===== src/inc/shl_pkg.sv =====
package shl_pkg;
    // Control octet layout
    localparam logic [2:0] CTL_U_PFX      = 3'h7;
    localparam logic [1:0] CTL_I_PFX      = 2'h2;
    localparam logic [2:0] CTL_S_PFX      = 3'h6;
    localparam int         MOD_W          = 5;
    localparam logic [4:0] MOD_RESET      = 5'h19;
    localparam logic [4:0] MOD_UACK       = 5'h06;
    localparam logic [1:0] STYPE_RR       = 2'h0;
    localparam logic [1:0] STYPE_REJ      = 2'h1;
    localparam logic [1:0] STYPE_RNR      = 2'h2;
    localparam logic [1:0] STYPE_SREJ     = 2'h3;
    // Window and capability
    localparam logic [7:0] WIN_DEF        = 8'h04;
    localparam logic [7:0] WIN_MIN        = 8'h02;
    localparam int         CAP_SREJ_BIT   = 0;
    localparam logic [7:0] CAP_DEF        = 8'h00;
    // Timing
    localparam int         CLK_HZ         = 10000000;
    localparam int         T1_US_PER_W    = 1250;
    localparam int         T2_US          = 10000;
    localparam int         T3_US          = 5000;
    localparam int         US_CYC         = CLK_HZ / 1000000;
    localparam int         T1_CYC_PER_W   = T1_US_PER_W * US_CYC;
    localparam int         T2_CYC         = T2_US * US_CYC;
    localparam int         T3_CYC         = T3_US * US_CYC;
    localparam int         TMR_W          = 17;
    // Register map
    localparam logic [7:0] A_CTRL         = 8'h00;
    localparam logic [7:0] A_LOCAL        = 8'h04;
    localparam logic [7:0] A_STATUS       = 8'h08;
    localparam logic [7:0] A_SEQ          = 8'h0c;
    localparam logic [7:0] A_WINTEST      = 8'h10;
    localparam logic [7:0] RST_LOC_WIN    = 8'h04;
    localparam logic [7:0] RST_LOC_CAP    = 8'h00;
    typedef enum logic [1:0] {LS_DOWN, LS_WAIT, LS_UP} shl_link_t;
endpackage


===== src/rtl/shl_link.sv =====
`timescale 1ns/1ns
// Overview of operation
// - U-frame modifier is five bits wide
// - Reset 11001 clears sequences; ack is 00110
// - Negotiated window valid until next session
// - Too-large offered window: answer smaller reset
// - Smaller requested window: adopt, answer ack
// - Unsupported capabilities: answer reset, supported only
// - Reset window byte between 2 and 4; code sends loc_win as written, unchecked
// - Answer reset window not above peer's
// - Identical reset answer replaced by ack
// - Capability bit0 selective reject; default zero
// - Ack frame carries no payload
// - Default window four, fixed until reset
// - Acknowledge I-frames within T1 scaled by window
// - Retransmit after guarding time T2
// - Retry setup when T3 expires unanswered
// - Send sequence modulo 8, increments after emission
// - Receive and lowest-unacked sequence tracking
// - Modulo-8 in-window comparison
// - Sequences zero after link established
// - Start/reset sends reset, flushes, notifies
// - Link established on ack receipt
// - Drop frames other than reset and ack before link up
// - Selective reject only after negotiation
// - Supervisory type codes 00 01 10 11
module shl_link (
    // System
    input  wire logic        SYS_CLK,
    input  wire logic        RSTN,
    // AHB-Lite slave
    input  wire logic        HSEL,
    input  wire logic [31:0] HADDR,
    input  wire logic [1:0]  HTRANS,
    input  wire logic        HWRITE,
    input  wire logic [2:0]  HSIZE,
    input  wire logic [31:0] HWDATA,
    input  wire logic        HREADY,
    output logic      [31:0] HRDATA,
    output logic             HREADYOUT,
    output logic             HRESP,
    // Received frame, one pulse per frame
    input  wire logic        RX_VALID,
    input  wire logic [7:0]  RX_CTRL,
    input  wire logic [1:0]  RX_PLEN,
    input  wire logic [7:0]  RX_PAY0,
    input  wire logic [7:0]  RX_PAY1,
    input  wire logic        RX_SOF,
    // Frame to send
    output logic             TX_VALID,
    input  wire logic        TX_READY,
    output logic      [7:0]  TX_CTRL,
    output logic      [1:0]  TX_PLEN,
    output logic      [7:0]  TX_PAY0,
    output logic      [7:0]  TX_PAY1,
    // Data-path events
    input  wire logic        I_SENT,
    input  wire logic        I_RCVD_OK,
    input  wire logic [2:0]  ACK_NR,
    input  wire logic        ACK_SENT,
    // Link status and timers
    output logic             LINK_UP,
    output logic             LINK_RESET,
    output logic             FLUSH,
    output logic      [7:0]  WIN,
    output logic             SREJ_EN,
    output logic      [2:0]  NS,
    output logic      [2:0]  NR,
    output logic      [2:0]  DNR,
    output logic             ACK_DUE,
    output logic             RETX_DUE
);
    import shl_pkg::*;

    shl_link_t           state;
    logic      [7:0]     loc_win;
    logic      [7:0]     loc_cap;
    logic                start_req;
    logic      [2:0]     wt_x;
    logic      [2:0]     wt_y;
    logic      [2:0]     wt_z;
    logic                ap_wr;
    logic      [7:0]     ap_addr;
    logic      [TMR_W-1:0] t1_cnt;
    logic      [TMR_W-1:0] t2_cnt;
    logic      [TMR_W-1:0] t3_cnt;
    logic                t1_run;
    logic                t2_run;
    logic                t3_run;
    logic      [7:0]     last_win;
    logic      [7:0]     last_cap;
    logic      [TMR_W-1:0] t1_lim;
    logic      [1:0]     last_stype;

    // Decode of received frame
    logic                rx_is_u;
    logic      [4:0]     rx_mod;
    logic                rx_rset;
    logic                rx_ua;
    logic      [7:0]     off_win;
    logic      [7:0]     off_cap;
    logic                win_ok;
    logic                cap_ok;
    logic      [7:0]     ans_win;
    logic      [7:0]     ans_cap;
    logic                send_ans_rset;
    logic                in_win;

    assign rx_is_u = RX_CTRL[7:5] == CTL_U_PFX;
    assign rx_mod  = RX_CTRL[MOD_W-1:0];
    assign rx_rset = RX_VALID && rx_is_u && rx_mod == MOD_RESET;
    assign rx_ua   = RX_VALID && rx_is_u && rx_mod == MOD_UACK;

    always_comb begin
        off_win = WIN_DEF;
        off_cap = CAP_DEF;
        if (RX_PLEN >= 2'h1) begin
            off_win = RX_PAY0;
        end
        if (RX_PLEN >= 2'h2) begin
            off_cap = RX_PAY1;
        end
    end

    // Peer window out of range treated as too large
    assign win_ok  = off_win <= loc_win && off_win >= WIN_MIN;
    assign cap_ok  = (off_cap & ~loc_cap) == 8'h00;
    always_comb begin
        ans_win = win_ok ? off_win : loc_win;
        if (ans_win > off_win && off_win >= WIN_MIN) begin
            ans_win = off_win;
        end
        ans_cap = off_cap & loc_cap;
    end
    // Identical answer collapses to ack
    assign send_ans_rset = !(win_ok && cap_ok)
                           && !(ans_win == off_win && ans_cap == off_cap);

    // X <= Y < Z modulo 8
    always_comb begin
        if (wt_x <= wt_z) begin
            in_win = (wt_x <= wt_y) && (wt_y < wt_z);
        end else begin
            in_win = (wt_y >= wt_x) || (wt_y < wt_z);
        end
    end

    // AHB-Lite slave, zero wait states
    assign HREADYOUT = 1'b1;
    assign HRESP     = 1'b0;

    always_ff @(posedge SYS_CLK) begin
        if (!RSTN) begin
            ap_wr   <= 1'b0;
            ap_addr <= 8'h00;
        end else if (HREADY) begin
            ap_wr   <= HSEL && HTRANS[1] && HWRITE;
            ap_addr <= HADDR[7:0];
        end
    end

    always_ff @(posedge SYS_CLK) begin
        if (!RSTN) begin
            HRDATA <= 32'h0;
        end else if (HREADY && HSEL && HTRANS[1] && !HWRITE) begin
            case (HADDR[7:0])
                A_LOCAL:   HRDATA <= {16'h0, loc_cap, loc_win};
                A_STATUS:  HRDATA <= {16'h0, 4'h0, last_stype, SREJ_EN,
                                      RETX_DUE,
                                      ACK_DUE, state == LS_UP, 
                                      state == LS_WAIT, WIN[4:0]};
                A_SEQ:     HRDATA <= {23'h0, DNR, NR, NS};
                A_WINTEST: HRDATA <= {22'h0, in_win, wt_z, wt_y, wt_x};
                default:   HRDATA <= 32'h0;
            endcase
        end
    end

    always_ff @(posedge SYS_CLK) begin
        if (!RSTN) begin
            loc_win   <= RST_LOC_WIN;
            loc_cap   <= RST_LOC_CAP;
            start_req <= 1'b0;
            wt_x      <= 3'h0;
            wt_y      <= 3'h0;
            wt_z      <= 3'h0;
        end else begin
            start_req <= 1'b0;
            if (ap_wr && ap_addr == A_CTRL) begin
                start_req <= HWDATA[0];
            end
            if (ap_wr && ap_addr == A_LOCAL) begin
                loc_win <= HWDATA[7:0];
                loc_cap <= {7'h0, HWDATA[8 + CAP_SREJ_BIT]};
            end
            if (ap_wr && ap_addr == A_WINTEST) begin
                wt_x <= HWDATA[2:0];
                wt_y <= HWDATA[5:3];
                wt_z <= HWDATA[8:6];
            end
        end
    end

    // Link state, negotiation and frame issue
    always_ff @(posedge SYS_CLK) begin
        if (!RSTN) begin
            state      <= LS_DOWN;
            WIN        <= WIN_DEF;
            SREJ_EN    <= 1'b0;
            last_win   <= WIN_DEF;
            last_cap   <= CAP_DEF;
            TX_VALID   <= 1'b0;
            TX_CTRL    <= 8'h00;
            TX_PLEN    <= 2'h0;
            TX_PAY0    <= 8'h00;
            TX_PAY1    <= 8'h00;
            LINK_RESET <= 1'b0;
            FLUSH      <= 1'b0;
            t3_run     <= 1'b0;
        end else begin
            LINK_RESET <= 1'b0;
            FLUSH      <= 1'b0;
            if (TX_VALID && TX_READY) begin
                TX_VALID <= 1'b0;
            end
            if (RX_SOF) begin
                t3_run <= 1'b0;
            end
            if (start_req || (t3_run && t3_cnt == '0)) begin
                // Offer local window and capabilities
                state      <= LS_WAIT;
                TX_VALID   <= 1'b1;
                TX_CTRL    <= {CTL_U_PFX, MOD_RESET};
                TX_PLEN    <= 2'h2;
                TX_PAY0    <= loc_win;
                TX_PAY1    <= loc_cap;
                last_win   <= loc_win;
                last_cap   <= loc_cap;
                t3_run     <= 1'b1;
                FLUSH      <= 1'b1;
                LINK_RESET <= 1'b1;
            end else if (rx_rset) begin
                FLUSH      <= 1'b1;
                LINK_RESET <= 1'b1;
                TX_VALID   <= 1'b1;
                if (send_ans_rset) begin
                    state    <= LS_WAIT;
                    TX_CTRL  <= {CTL_U_PFX, MOD_RESET};
                    TX_PLEN  <= 2'h2;
                    TX_PAY0  <= ans_win;
                    TX_PAY1  <= ans_cap;
                    last_win <= ans_win;
                    last_cap <= ans_cap;
                    t3_run   <= 1'b1;
                end else begin
                    // Responder counts link up as soon as its ack is queued, before TX_READY takes it
                    state    <= LS_UP;
                    TX_CTRL  <= {CTL_U_PFX, MOD_UACK};
                    TX_PLEN  <= 2'h0;
                    WIN      <= ans_win;
                    SREJ_EN  <= ans_cap[CAP_SREJ_BIT];
                    t3_run   <= 1'b0;
                end
            end else if (rx_ua && state == LS_WAIT) begin
                state   <= LS_UP;
                WIN     <= last_win;
                SREJ_EN <= last_cap[CAP_SREJ_BIT];
                t3_run  <= 1'b0;
            end
        end
    end

    assign LINK_UP = state == LS_UP;

    // Sequence variables
    always_ff @(posedge SYS_CLK) begin
        if (!RSTN) begin
            NS  <= 3'h0;
            NR  <= 3'h0;
            DNR <= 3'h0;
        end else if (state != LS_UP || LINK_RESET) begin
            NS  <= 3'h0;
            NR  <= 3'h0;
            DNR <= 3'h0;
        end else if (!RX_VALID || !rx_is_u) begin
            // Non-U frames reach here only with link up
            if (I_SENT) begin
                NS <= NS + 3'h1;
            end
            if (I_RCVD_OK) begin
                NR <= NR + 3'h1;
            end
            if (RX_VALID) begin
                DNR <= ACK_NR;
            end
        end
    end

    // Timers: T1 ack, T2 guard, T3 connect
    assign t1_lim = TMR_W'(T1_CYC_PER_W) * TMR_W'(WIN);

    always_ff @(posedge SYS_CLK) begin
        if (!RSTN) begin
            t1_run  <= 1'b0;
            t1_cnt  <= '0;
            ACK_DUE <= 1'b0;
        end else begin
            ACK_DUE <= 1'b0;
            if (!LINK_UP) begin
                t1_run <= 1'b0;
            end else if (I_RCVD_OK && (!t1_run || ACK_SENT)) begin
                t1_run <= 1'b1;
                t1_cnt <= t1_lim - TMR_W'(1);
            end else if (ACK_SENT) begin
                t1_run <= 1'b0;
            end else if (t1_run) begin
                if (t1_cnt == '0) begin
                    ACK_DUE <= 1'b1;
                    t1_run  <= 1'b0;
                end else begin
                    t1_cnt <= t1_cnt - TMR_W'(1);
                end
            end
        end
    end

    always_ff @(posedge SYS_CLK) begin
        if (!RSTN) begin
            t2_run   <= 1'b0;
            t2_cnt   <= '0;
            RETX_DUE <= 1'b0;
        end else begin
            RETX_DUE <= 1'b0;
            if (!LINK_UP) begin
                t2_run <= 1'b0;
            end else if (I_SENT && (!t2_run || DNR == NS)) begin
                t2_run <= 1'b1;
                t2_cnt <= TMR_W'(T2_CYC);
            end else if (DNR == NS) begin
                t2_run <= 1'b0;
            end else if (t2_run) begin
                if (t2_cnt == '0) begin
                    RETX_DUE <= 1'b1;
                    t2_cnt   <= TMR_W'(T2_CYC);
                end else begin
                    t2_cnt <= t2_cnt - TMR_W'(1);
                end
            end
        end
    end

    always_ff @(posedge SYS_CLK) begin
        if (!RSTN) begin
            t3_cnt <= '0;
        end else if (!t3_run || TX_VALID) begin
            t3_cnt <= TMR_W'(T3_CYC - 1);
        end else if (t3_cnt != '0) begin
            t3_cnt <= t3_cnt - TMR_W'(1);
        end
    end

    // Type of the last supervisory frame taken with link up
    always_ff @(posedge SYS_CLK) begin
        if (!RSTN) begin
            last_stype <= STYPE_RR;
        end else if (LINK_UP && RX_VALID && RX_CTRL[7:5] == CTL_S_PFX) begin
            last_stype <= RX_CTRL[4:3];
        end
    end
endmodule

===== config.mk =====
export PLATFORM = sky130hd
export DESIGN_NAME = shl_link
export DESIGN_NICKNAME = d
export VERILOG_FILES = /design/src/inc/shl_pkg.sv /design/src/rtl/shl_link.sv
export SDC_FILE = /design/constraint.sdc
export NUM_CORES = 1
export LEC_CHECK = 0
export ABC_AREA = 1
export CAP_MARGIN = 20
export CORE_ASPECT_RATIO = 0.7
export CORE_MARGIN = 1.5
export CORE_UTILIZATION = 60
export CTS_CLUSTER_SIZE = 8
export DETAILED_ROUTE_END_ITERATION = 10
export DONT_BUFFER_PORTS = 1
export MAX_ROUTING_LAYER = met4
export PLACE_DENSITY = 0.76
export SYNTH_ARGS = -nofsm -noshare
export SYNTH_HDL_FRONTEND = slang
export SYNTH_SLANG_ARGS = --single-unit

===== constraint.sdc =====
create_clock -name SYS_CLK -period 9.4 [get_ports SYS_CLK]
set_input_delay 2.82 -clock SYS_CLK [delete_from_list [all_inputs] [get_ports SYS_CLK]]
set_output_delay 2.82 -clock SYS_CLK [all_outputs]
set_load 0.02 [all_outputs]

==> key figures, run 1 <==
Cells and area
  • Nets: 1472
  • # fillers: 1328
  • Layout cell share with drive strength beyond 1: 5.71%
  • ANT cells: 0
  • P&R area growth vs syn: 4.89%

STA
  • Rel. slew slack: 25.4%
  • Final min period: 7.17 ns
  • RSZ-0062 raised after global routing: no
  • Final TNS setup: 0 ns
  • Final Cycle Share: 76.3%
  • Final setup viols: 0
  • FMAX: 139 MHz
  • Final hold violation count: 0
  • Slew @ Worst Pin: 1.11 ns
  • Max-slew violations: 0
  • Fin Clk Skew: 0.00998 ns

Synthesis
  • Cell area after synthesis: 9090 sq um
  • Top cells by area, synth: dfxtp_1 (30%), ha_1 (9.4%), nand2_1 (8.4%), inv_1 (8.1%), nor2_1 (6.0%)
  • Ys flop type: dfxtp_1
  • Synth cell count leaders: nand2_1 (203), inv_1 (195), nor2_1 (146)
  • Top-area cell type share of the netlist area: 29.5%
  • Yosys cell types: 56
  • Syn Area/Cell: 6.92 sq um
  • Most numerous cell in the Yosys netlist: nand2_1
  • #FFs+latches synth: 134
  • YS warnings: 0
  • Sequential area share after synthesis: 29.5%
  • Post-synth EDFFs: 0
  • Syn Inst Count: 1314
  • Post-synth ARST share: 0%
  • Cell taking the most area after synthesis: dfxtp_1

Pwr
  • Peak VDD IR: 0.148 mV
  • Power density over the cells: 143 nW/um^2
  • Clock power share: 48.7%
  • Cell Int Power: 1.00 mW
  • Sequential power share: 42.6%
  • Net Switching: 0.361 mW
  • Comb power frac: 8.8%
  • Sw Ratio: 26.5%
  • Design Power: 1.36 mW
  • Pleak: 4.31 nW

GRT
  • Initial antenna violation count: 0
  • Gr usage total: 31.0%
  • Largest net degree at the start of global routing: 62
  • Vias in the first global route: 7633
  • Final global-route overflow total: 0
  • First-pass GRT wire length: 37700 um

Floorplan
  • Io pins: 193
  • Initial Util: 61.6%
  • Number of cell rows: 37
  • Die X: 150 um
  • CORE AREA: 14800 sq um
  • Height of the die: 106 um
  • DIE AREA: 15900 sq um

Setup path
  • WP buf/inv: 0
  • CP Launch Type: input port
  • Slowest cell on the critical path: nand2_1
  • CP Class: input port to flop
  • Most frequent CP cell: nand2_1
  • Crit Path Max Fanout: 32
  • WP data arrival: 7.53 ns
  • Worst Setup End Kind: flop
  • CP top delay family: simple AND/OR/NAND/NOR gates
  • Worst EP required: 9.76 ns
  • CP max stage delay: 0.53 ns

Placement
  • Dpl hpwl: 17200 um
  • IO buf count: 0
  • Routability-driven placement congestion ratio: 0.945

Route
  • First-pass iteration count of the detailed router: 5
  • DR vias: 8394
  • Starting DRT DRC Count: 778
  • WL per Instance: 15.5 um
  • Post-route DRC violation count: 0
  • Routed Antenna Nets: 0
  • Detailed Route WL: 23100 um
  • Vias per inst: 5.63

Clock tree
  • CTS max path bufs: 2
  • Clock transition at path regs: 0.06 ns
  • Worst skew pair latency: 0.43 ns
  • CTS H-Tree Depth: 4
  • Clock Sink Count: 134
  • Root buffer cell: clkbuf_16
  • Total clock buffers created by CTS: 17
  • Post-CTS setup buffers: 0
  • CTS tree: built
  • Hold Buf Count CTS: 0
  • Post-CTS Resized: 0

Hold path
  • Hold Path Class: flop to flop

Run
  • Maxcap violations: 0

Outcome
  • Status: complete, no violations
-- stage by stage --
step                      hold slack [ns]  util [%]  instance area, sq um  cells  setup WS, ns
after floorplan                     0.434         -                  9200   1342          3.19
after global placement              0.444      60.6                  8950   1459          2.09
after detailed placement            0.452      60.6                  8950   1459          1.99
after CTS                           0.463      64.6                  9530   1491          2.39
after global routing                0.481      64.6                  9530   1491          1.87
final                               0.464      64.6                  9530   1491          2.23
-- worst paths after layout --
kind / from / to / slack (ns) / cells past startpoint
hold / removal: last_stype[1] / HRDATA[11] / 0.46 / 2
setup / recovery: RX_PLEN[0] / TX_PAY0[7] / 2.23 / 25
hold reg to reg: last_stype[1] / HRDATA[11] / 0.46 / 2
setup reg to reg: loc_win[5] / TX_PAY0[7] / 4.37 / 24
-- flip-flops by register name (all words and copies together) (netlist names), 8 cells and up --
register  count
HRDATA       12
TX_PAY0       8
WIN           8
ap_addr       8
loc_win       8
t1_cnt       17
t2_cnt       17
t3_cnt       17
-- power groups by stage --
stage	combinational, mW	sequential (mW)	clock [mW]
floorplan	0.112	0.590	0
global placement	0.114	0.592	0
detailed placement	0.116	0.592	0
CTS	0.117	0.579	0.665
global route	0.134	0.580	0.690
finish	0.119	0.579	0.663
-- tightest hold or removal path, cell delays in order, from the launching register on --
cell and delay, ns:
dfxtp_1 0.31, nand2_1 0.06, a21oi_1 0.05
-- layout make-up --
| type | instances | area [sq um] | share of cell area [%] |
|---|---|---|---|
| repair buffers | 3 | 22.5 | 0.236 |
| clock inverters | 13 | 146 | 1.54 |
| inverters | 202 | 758 | 7.95 |
| clock buffers | 19 | 433 | 4.54 |
| flip-flops and latches | 134 | 2680 | 28.1 |
| well taps | 195 | 244 | 2.56 |
| multi-input cells | 925 | 5250 | 55.0 |
-- layout by cell type (no fill, tap or decap), types with 3 or more instances in the layout --
master,synthesis,final
conb_1,2,30
nor3_1,29,29
o21ai_0,107,107
xor2_1,18,18
a21oi_2,8,8
a31oi_1,13,13
nand2_2,10,10
o22ai_1,13,13
clkbuf_16,0,17
nor2_1,146,146
o31ai_1,4,4
nand4_1,22,22
o21ai_1,4,4
a21oi_1,97,97
or2_2,7,7
buf_4,44,3
inv_1,195,195
clkinv_4,0,3
dfxtp_1,134,134
nor2_2,4,4
nor3b_1,3,3
o211ai_1,7,7
inv_2,5,5
xnor2_1,9,9
a211oi_1,5,5
nand3b_1,3,3
nand3_1,59,59
nor4_1,14,13
ha_1,68,68
nand2_1,203,203
inv_6,0,4
fa_1,12,12
-- kinds of logic (layout without fill, tap and decap cells) --
logic type | Yosys count | after routing | synth area share [%]
fa+ha+maj | 80 | 80 | 12.0
flops | 134 | 134 | 29.5
mux | 2 | 2 | 0.234
other cells | 2 | 30 | 0.0826
buf+inv | 283 | 237 | 14.0
simple gates | 513 | 513 | 24.9
xor+xnor | 27 | 27 | 2.60
compound gates | 273 | 273 | 16.7
-- routing by layer --
layer / GRT usage, % / share of wire, %
met1: 42.3 / 47
met2: 44.6 / 42
met3: 7.34 / 8.0
met4: 11.2 / 2.8
met5: - / 0
(Power assumes the default switching activity.)
==> inputs of run 2 (changes only) <==
clock period = 7.5 ns   (was 9.4 ns; I/O delays follow)
==> key figures, run 2 (synthesis gave the netlist of run 1 again) <==
Floorplan
  • Number of cell rows: 37
  • Initial Util: 61.6%
  • Io pins: 193
  • Die X: 150 um
  • CORE AREA: 14800 sq um
  • DIE AREA: 15900 sq um
  • Height of the die: 106 um

Route
  • Starting DRT DRC Count: 704
  • WL per Instance: 15.6 um
  • Detailed Route WL: 23300 um
  • First-pass iteration count of the detailed router: 5
  • Vias per inst: 5.64
  • Post-route DRC violation count: 0
  • Routed Antenna Nets: 0
  • DR vias: 8422

STA
  • Final Cycle Share: 87.7%
  • Final hold violation count: 0
  • FMAX: 152 MHz
  • Final setup viols: 0
  • Max-slew violations: 0
  • RSZ-0062 raised after global routing: no
  • Fin Clk Skew: 0.0106 ns
  • Rel. slew slack: 29.8%
  • Final TNS setup: 0 ns
  • Slew @ Worst Pin: 1.05 ns
  • Final min period: 6.58 ns
  • Final hold slack: 0.459 ns

Setup path
  • CP Launch Type: input port
  • Crit Path Max Fanout: 32
  • Worst EP required: 7.86 ns
  • FF-to-FF setup slack: 2.50 ns
  • Crit. Startpoint: RX_PLEN[0]
  • CP Class: input port to flop
  • Worst Setup End Kind: flop
  • RR Startpoint: loc_win[5]
  • WP data arrival: 6.93 ns

Cells and area
  • Nets: 1473
  • Layout cell share with drive strength beyond 1: 5.78%
  • ANT cells: 0
  • Largest regs: t1_cnt x17, t2_cnt x17, t3_cnt x17
  • Most common cell after layout, fill and taps aside: nand2_1
  • P&R area growth vs syn: 5.23%
  • Most frequent cells in the layout: nand2_1 (203), inv_1 (195), nor2_1 (146)
  • Final core utilization: 64.8%

GRT
  • Largest net degree at the start of global routing: 62
  • Final global-route overflow total: 0
  • Initial antenna violation count: 0
  • Vias in the first global route: 7504
  • First-pass GRT wire length: 37600 um
  • Gr usage total: 30.9%

Hold path
  • Hold Path Class: flop to flop
  • Hold Path Origin: t2_cnt[16]

Pwr
  • Peak VDD IR: 0.202 mV
  • Power density over the cells: 181 nW/um^2
  • Pleak: 4.34 nW
  • Design Power: 1.74 mW

Placement
  • IO buf count: 0
  • Dpl hpwl: 17300 um
  • Routability-driven placement congestion ratio: 0.952

Clock tree
  • CTS tree: built
  • Clock transition at path regs: 0.06 ns
  • CTS max path bufs: 2
  • Post-CTS Resized: 0
  • Total clock buffers created by CTS: 17
  • Root buffer cell: clkbuf_16
  • CTS H-Tree Depth: 4
  • Clock Sink Count: 134
  • Worst skew pair latency: 0.43 ns
  • Hold Buf Count CTS: 0
  • Post-CTS setup buffers: 0

Run
  • Maxcap violations: 0

Outcome
  • Status: complete, no violations
-- run 2: stage by stage --
step | std cells | cell area (sq um) | setup WS (ns)
floorplan | 1342 | 9200 | 1.86
global placement | 1459 | 8950 | 0.782
detailed placement | 1459 | 8950 | 0.676
CTS | 1491 | 9560 | 1.09
global route | 1492 | 9570 | 0.399
finish | 1492 | 9570 | 0.924
-- run 2: final timing paths --
| path | depth (start not counted) | to |
|---|---|---|
| max | 26 | TX_PAY0[7] |
| max reg2reg | 25 | TX_PAY0[7] |
| min reg2reg | 2 | t2_cnt[16] |
| min | 2 | t2_cnt[16] |
-- run 2: worst max-delay path, stage by stage --
cell	delay, ns
nor2_2	0.18
nor2_1	0.13
ha_1	0.31
a21oi_1	0.15
nor2_1	0.06
a211oi_1	0.26
nand2_1	0.09
nand2_1	0.08
nand2_2	0.29
nand2_1	0.14
o21ai_0	0.16
ha_1	0.35
nand3_1	0.10
nor2_1	0.08
o21ai_0	0.09
o211ai_1	0.10
nand2_1	0.53
nand4_1	0.29
nand2_1	0.08
nor2_1	0.12
nand2_1	0.09
nor2_2	0.12
nand4_2	0.14
nand2_4	0.38
nand2_1	0.18
o21ai_1	0.16
-- run 2: area by class of cell --
| cell class | instances | area, sq um |
|---|---|---|
| multi-input cells | 925 | 5250 |
| fillers | 1366 | 5200 |
| flip-flops and latches | 134 | 2680 |
| inverters | 202 | 758 |
| clock buffers | 19 | 433 |
| well taps | 195 | 244 |
| clock inverters | 13 | 173 |
| repair buffers | 4 | 27.5 |
-- run 2: where the power goes --
group / leakage (nW) / switching [mW] / internal, mW
clock: 0.298 / 0.332 / 0.528
sequential: 1.08 / 0.00705 / 0.719
combinational: 2.95 / 0.107 / 0.0422
total: 4.34 / 0.446 / 1.29
-- run 2: metal layers --
layer	GRT usage [%]	share of wire, %	vias to the layer above
li1	-	-	4204
met3	7.42	7.5	25
met2	46.2	44	308
met5	-	0	-
met4	6.72	1.3	0
met1	42.3	47	3885
==> inputs of run 3 (changes only) <==
CELL_PAD_IN_SITES_DETAIL_PLACEMENT = 0   (was unset)
CELL_PAD_IN_SITES_GLOBAL_PLACEMENT = 1   (was unset)
CORE_UTILIZATION = 46   (was 60)
GPL_TIMING_DRIVEN = 0   (was unset)
PLACE_DENSITY = unset   (was 0.76)
PLACE_DENSITY_LB_ADDON = 0.1   (was unset)
==> key figures, run 3 (synthesis gave the netlist of run 1 again) <==
STA
  • Max-slew violations: 0
  • Slew @ Worst Pin: 0.837 ns
  • Rel. slew slack: 43.7%
  • Final hold slack: 0.459 ns
  • RSZ-0062 raised after global routing: no
  • Final setup viols: 0
  • FMAX: 163 MHz
  • Final hold violation count: 0
  • Fin Clk Skew: 0.0118 ns
  • Final min period: 6.15 ns
  • Final Cycle Share: 82.0%
  • Final worst slack: 1.35 ns
  • Final TNS setup: 0 ns

Clock tree
  • CTS tree: built
  • CTS H-Tree Depth: 4
  • CTS max path bufs: 2
  • Post-CTS setup buffers: 0
  • Clock Sink Count: 134
  • Total clock buffers created by CTS: 17
  • Clock transition at path regs: 0.07 ns
  • Post-CTS Resized: 0
  • Hold Buf Count CTS: 0
  • Worst skew pair latency: 0.43 ns
  • Root buffer cell: clkbuf_16

Setup path
  • CP Class: input port to flop
  • Worst EP required: 7.79 ns
  • CP Launch Type: input port
  • Worst Setup End Kind: flop
  • Crit Path Max Fanout: 10
  • FF-to-FF setup slack: 2.87 ns
  • WP data arrival: 6.44 ns

GRT
  • Gr usage total: 27.0%
  • First-pass GRT wire length: 41500 um
  • Largest net degree at the start of global routing: 17
  • Initial antenna violation count: 0
  • Vias in the first global route: 7575
  • Final global-route overflow total: 0

Cells and area
  • Most frequent cells in the layout: nand2_1 (203), inv_1 (195), nor2_1 (146)
  • Layout cell share with drive strength beyond 1: 9.24%
  • Sequential Area: 2680 sq um
  • Most common cell after layout, fill and taps aside: nand2_1
  • # fillers: 2011
  • P&R area growth vs syn: 11.6%
  • Largest regs: t1_cnt x17, t2_cnt x17, t3_cnt x17
  • ANT cells: 0
  • Post-route insts no fill: 1639
  • Multi-input gate area: 5240 sq um
  • Nets: 1551

Outcome
  • Status: complete, no violations

Pwr
  • Comb power frac: 10.3%
  • Net Switching: 0.473 mW
  • Sw Ratio: 26.5%
  • Cell Int Power: 1.31 mW
  • Power density over the cells: 176 nW/um^2
  • Clock power share: 49.1%
  • Peak VDD IR: 0.153 mV
  • Sequential power share: 40.6%
  • Pleak: 4.64 nW

Route
  • Routed Antenna Nets: 0
  • Post-route DRC violation count: 0
  • DR vias: 8508
  • First-pass iteration count of the detailed router: 5
  • Detailed Route WL: 26300 um
  • WL per Instance: 16.0 um
  • Vias per inst: 5.19
  • Starting DRT DRC Count: 854

Floorplan
  • DIE AREA: 20600 sq um
  • CORE AREA: 19100 sq um
  • Io pins: 193
  • Initial Util: 47.5%
  • Die X: 171 um
  • Height of the die: 121 um
  • Number of cell rows: 42

Run
  • Maxcap violations: 0

Placement
  • IO buf count: 0
  • Routability-driven placement congestion ratio: 0.882
  • Placed instance count: 1606
  • Dpl hpwl: 20800 um
  • Place WS: 1.04 ns

Hold path
  • Hold Path Class: flop to flop
## run 3: final timing paths
kind	startpoint	to	cells after the start
max reg2reg	WIN[2]	t1_cnt[15]	23
min	t2_cnt[16]	t2_cnt[16]	2
max	RX_PLEN[0]	last_win[2]	25
min reg2reg	t2_cnt[16]	t2_cnt[16]	2
## run 3: stage by stage
| step | total power, mW | utilization [%] | instance area (sq um) |
|---|---|---|---|
| 6_report | 1.79 | 53.0 | 10100 |
| 3_3_place_gp | 0.923 | 49.8 | 9530 |
| 3_5_place_dp | 0.924 | 49.8 | 9530 |
| 4_1_cts | 1.80 | 53.0 | 10100 |
| 2_1_floorplan | 0.880 | - | 9200 |
| 5_1_grt | 1.85 | 53.0 | 10100 |
## run 3: routing by layer
metal | share of wire, % | track usage [%] | up-vias
met5 | 0 | - | -
met4 | 0.70 | 5.70 | 0
met3 | 7.1 | 5.56 | 17
met2 | 42 | 37.6 | 243
met1 | 50 | 39.8 | 3884
li1 | - | - | 4364
## run 3: worst max-delay path, stage by stage
cell	delay, ns
nor2_2	0.03
nor2_1	0.27
ha_1	0.31
a21oi_1	0.15
nor2_1	0.06
a211oi_1	0.21
nand2_1	0.09
nand2_1	0.08
nand2_2	0.07
buf_4	0.17
buf_6	0.14
o21ai_0	0.34
ha_1	0.32
nand3_1	0.12
nor2_1	0.05
o21ai_0	0.19
o211ai_1	0.11
nand2_1	0.14
buf_2	0.25
clkbuf_1	0.34
o21ai_0	0.14
nand2_1	0.12
nor2_1	0.05
a22oi_1	0.33
nand3_1	0.11
## run 3: final cells by class
type / count / area share (%)
Timing Repair Buffer: 1 / 0.0493
Clock buffer: 18 / 4.33
Tap cell: 264 / 3.26
Multi-Input combinational cell: 925 / 51.7
Buffer: 81 / 5.06
Inverter: 202 / 7.47
Sequential cell: 134 / 26.4
Clock inverter: 14 / 1.73
## run 3: power by group through the flow
| stage | sequential, mW | clock, mW | combinational (mW) |
|---|---|---|---|
| final | 0.726 | 0.877 | 0.185 |
| after global routing | 0.727 | 0.918 | 0.207 |
| after CTS | 0.726 | 0.890 | 0.183 |
| after detailed placement | 0.742 | 0 | 0.182 |
| after global placement | 0.741 | 0 | 0.181 |
| after floorplan | 0.740 | 0 | 0.140 |
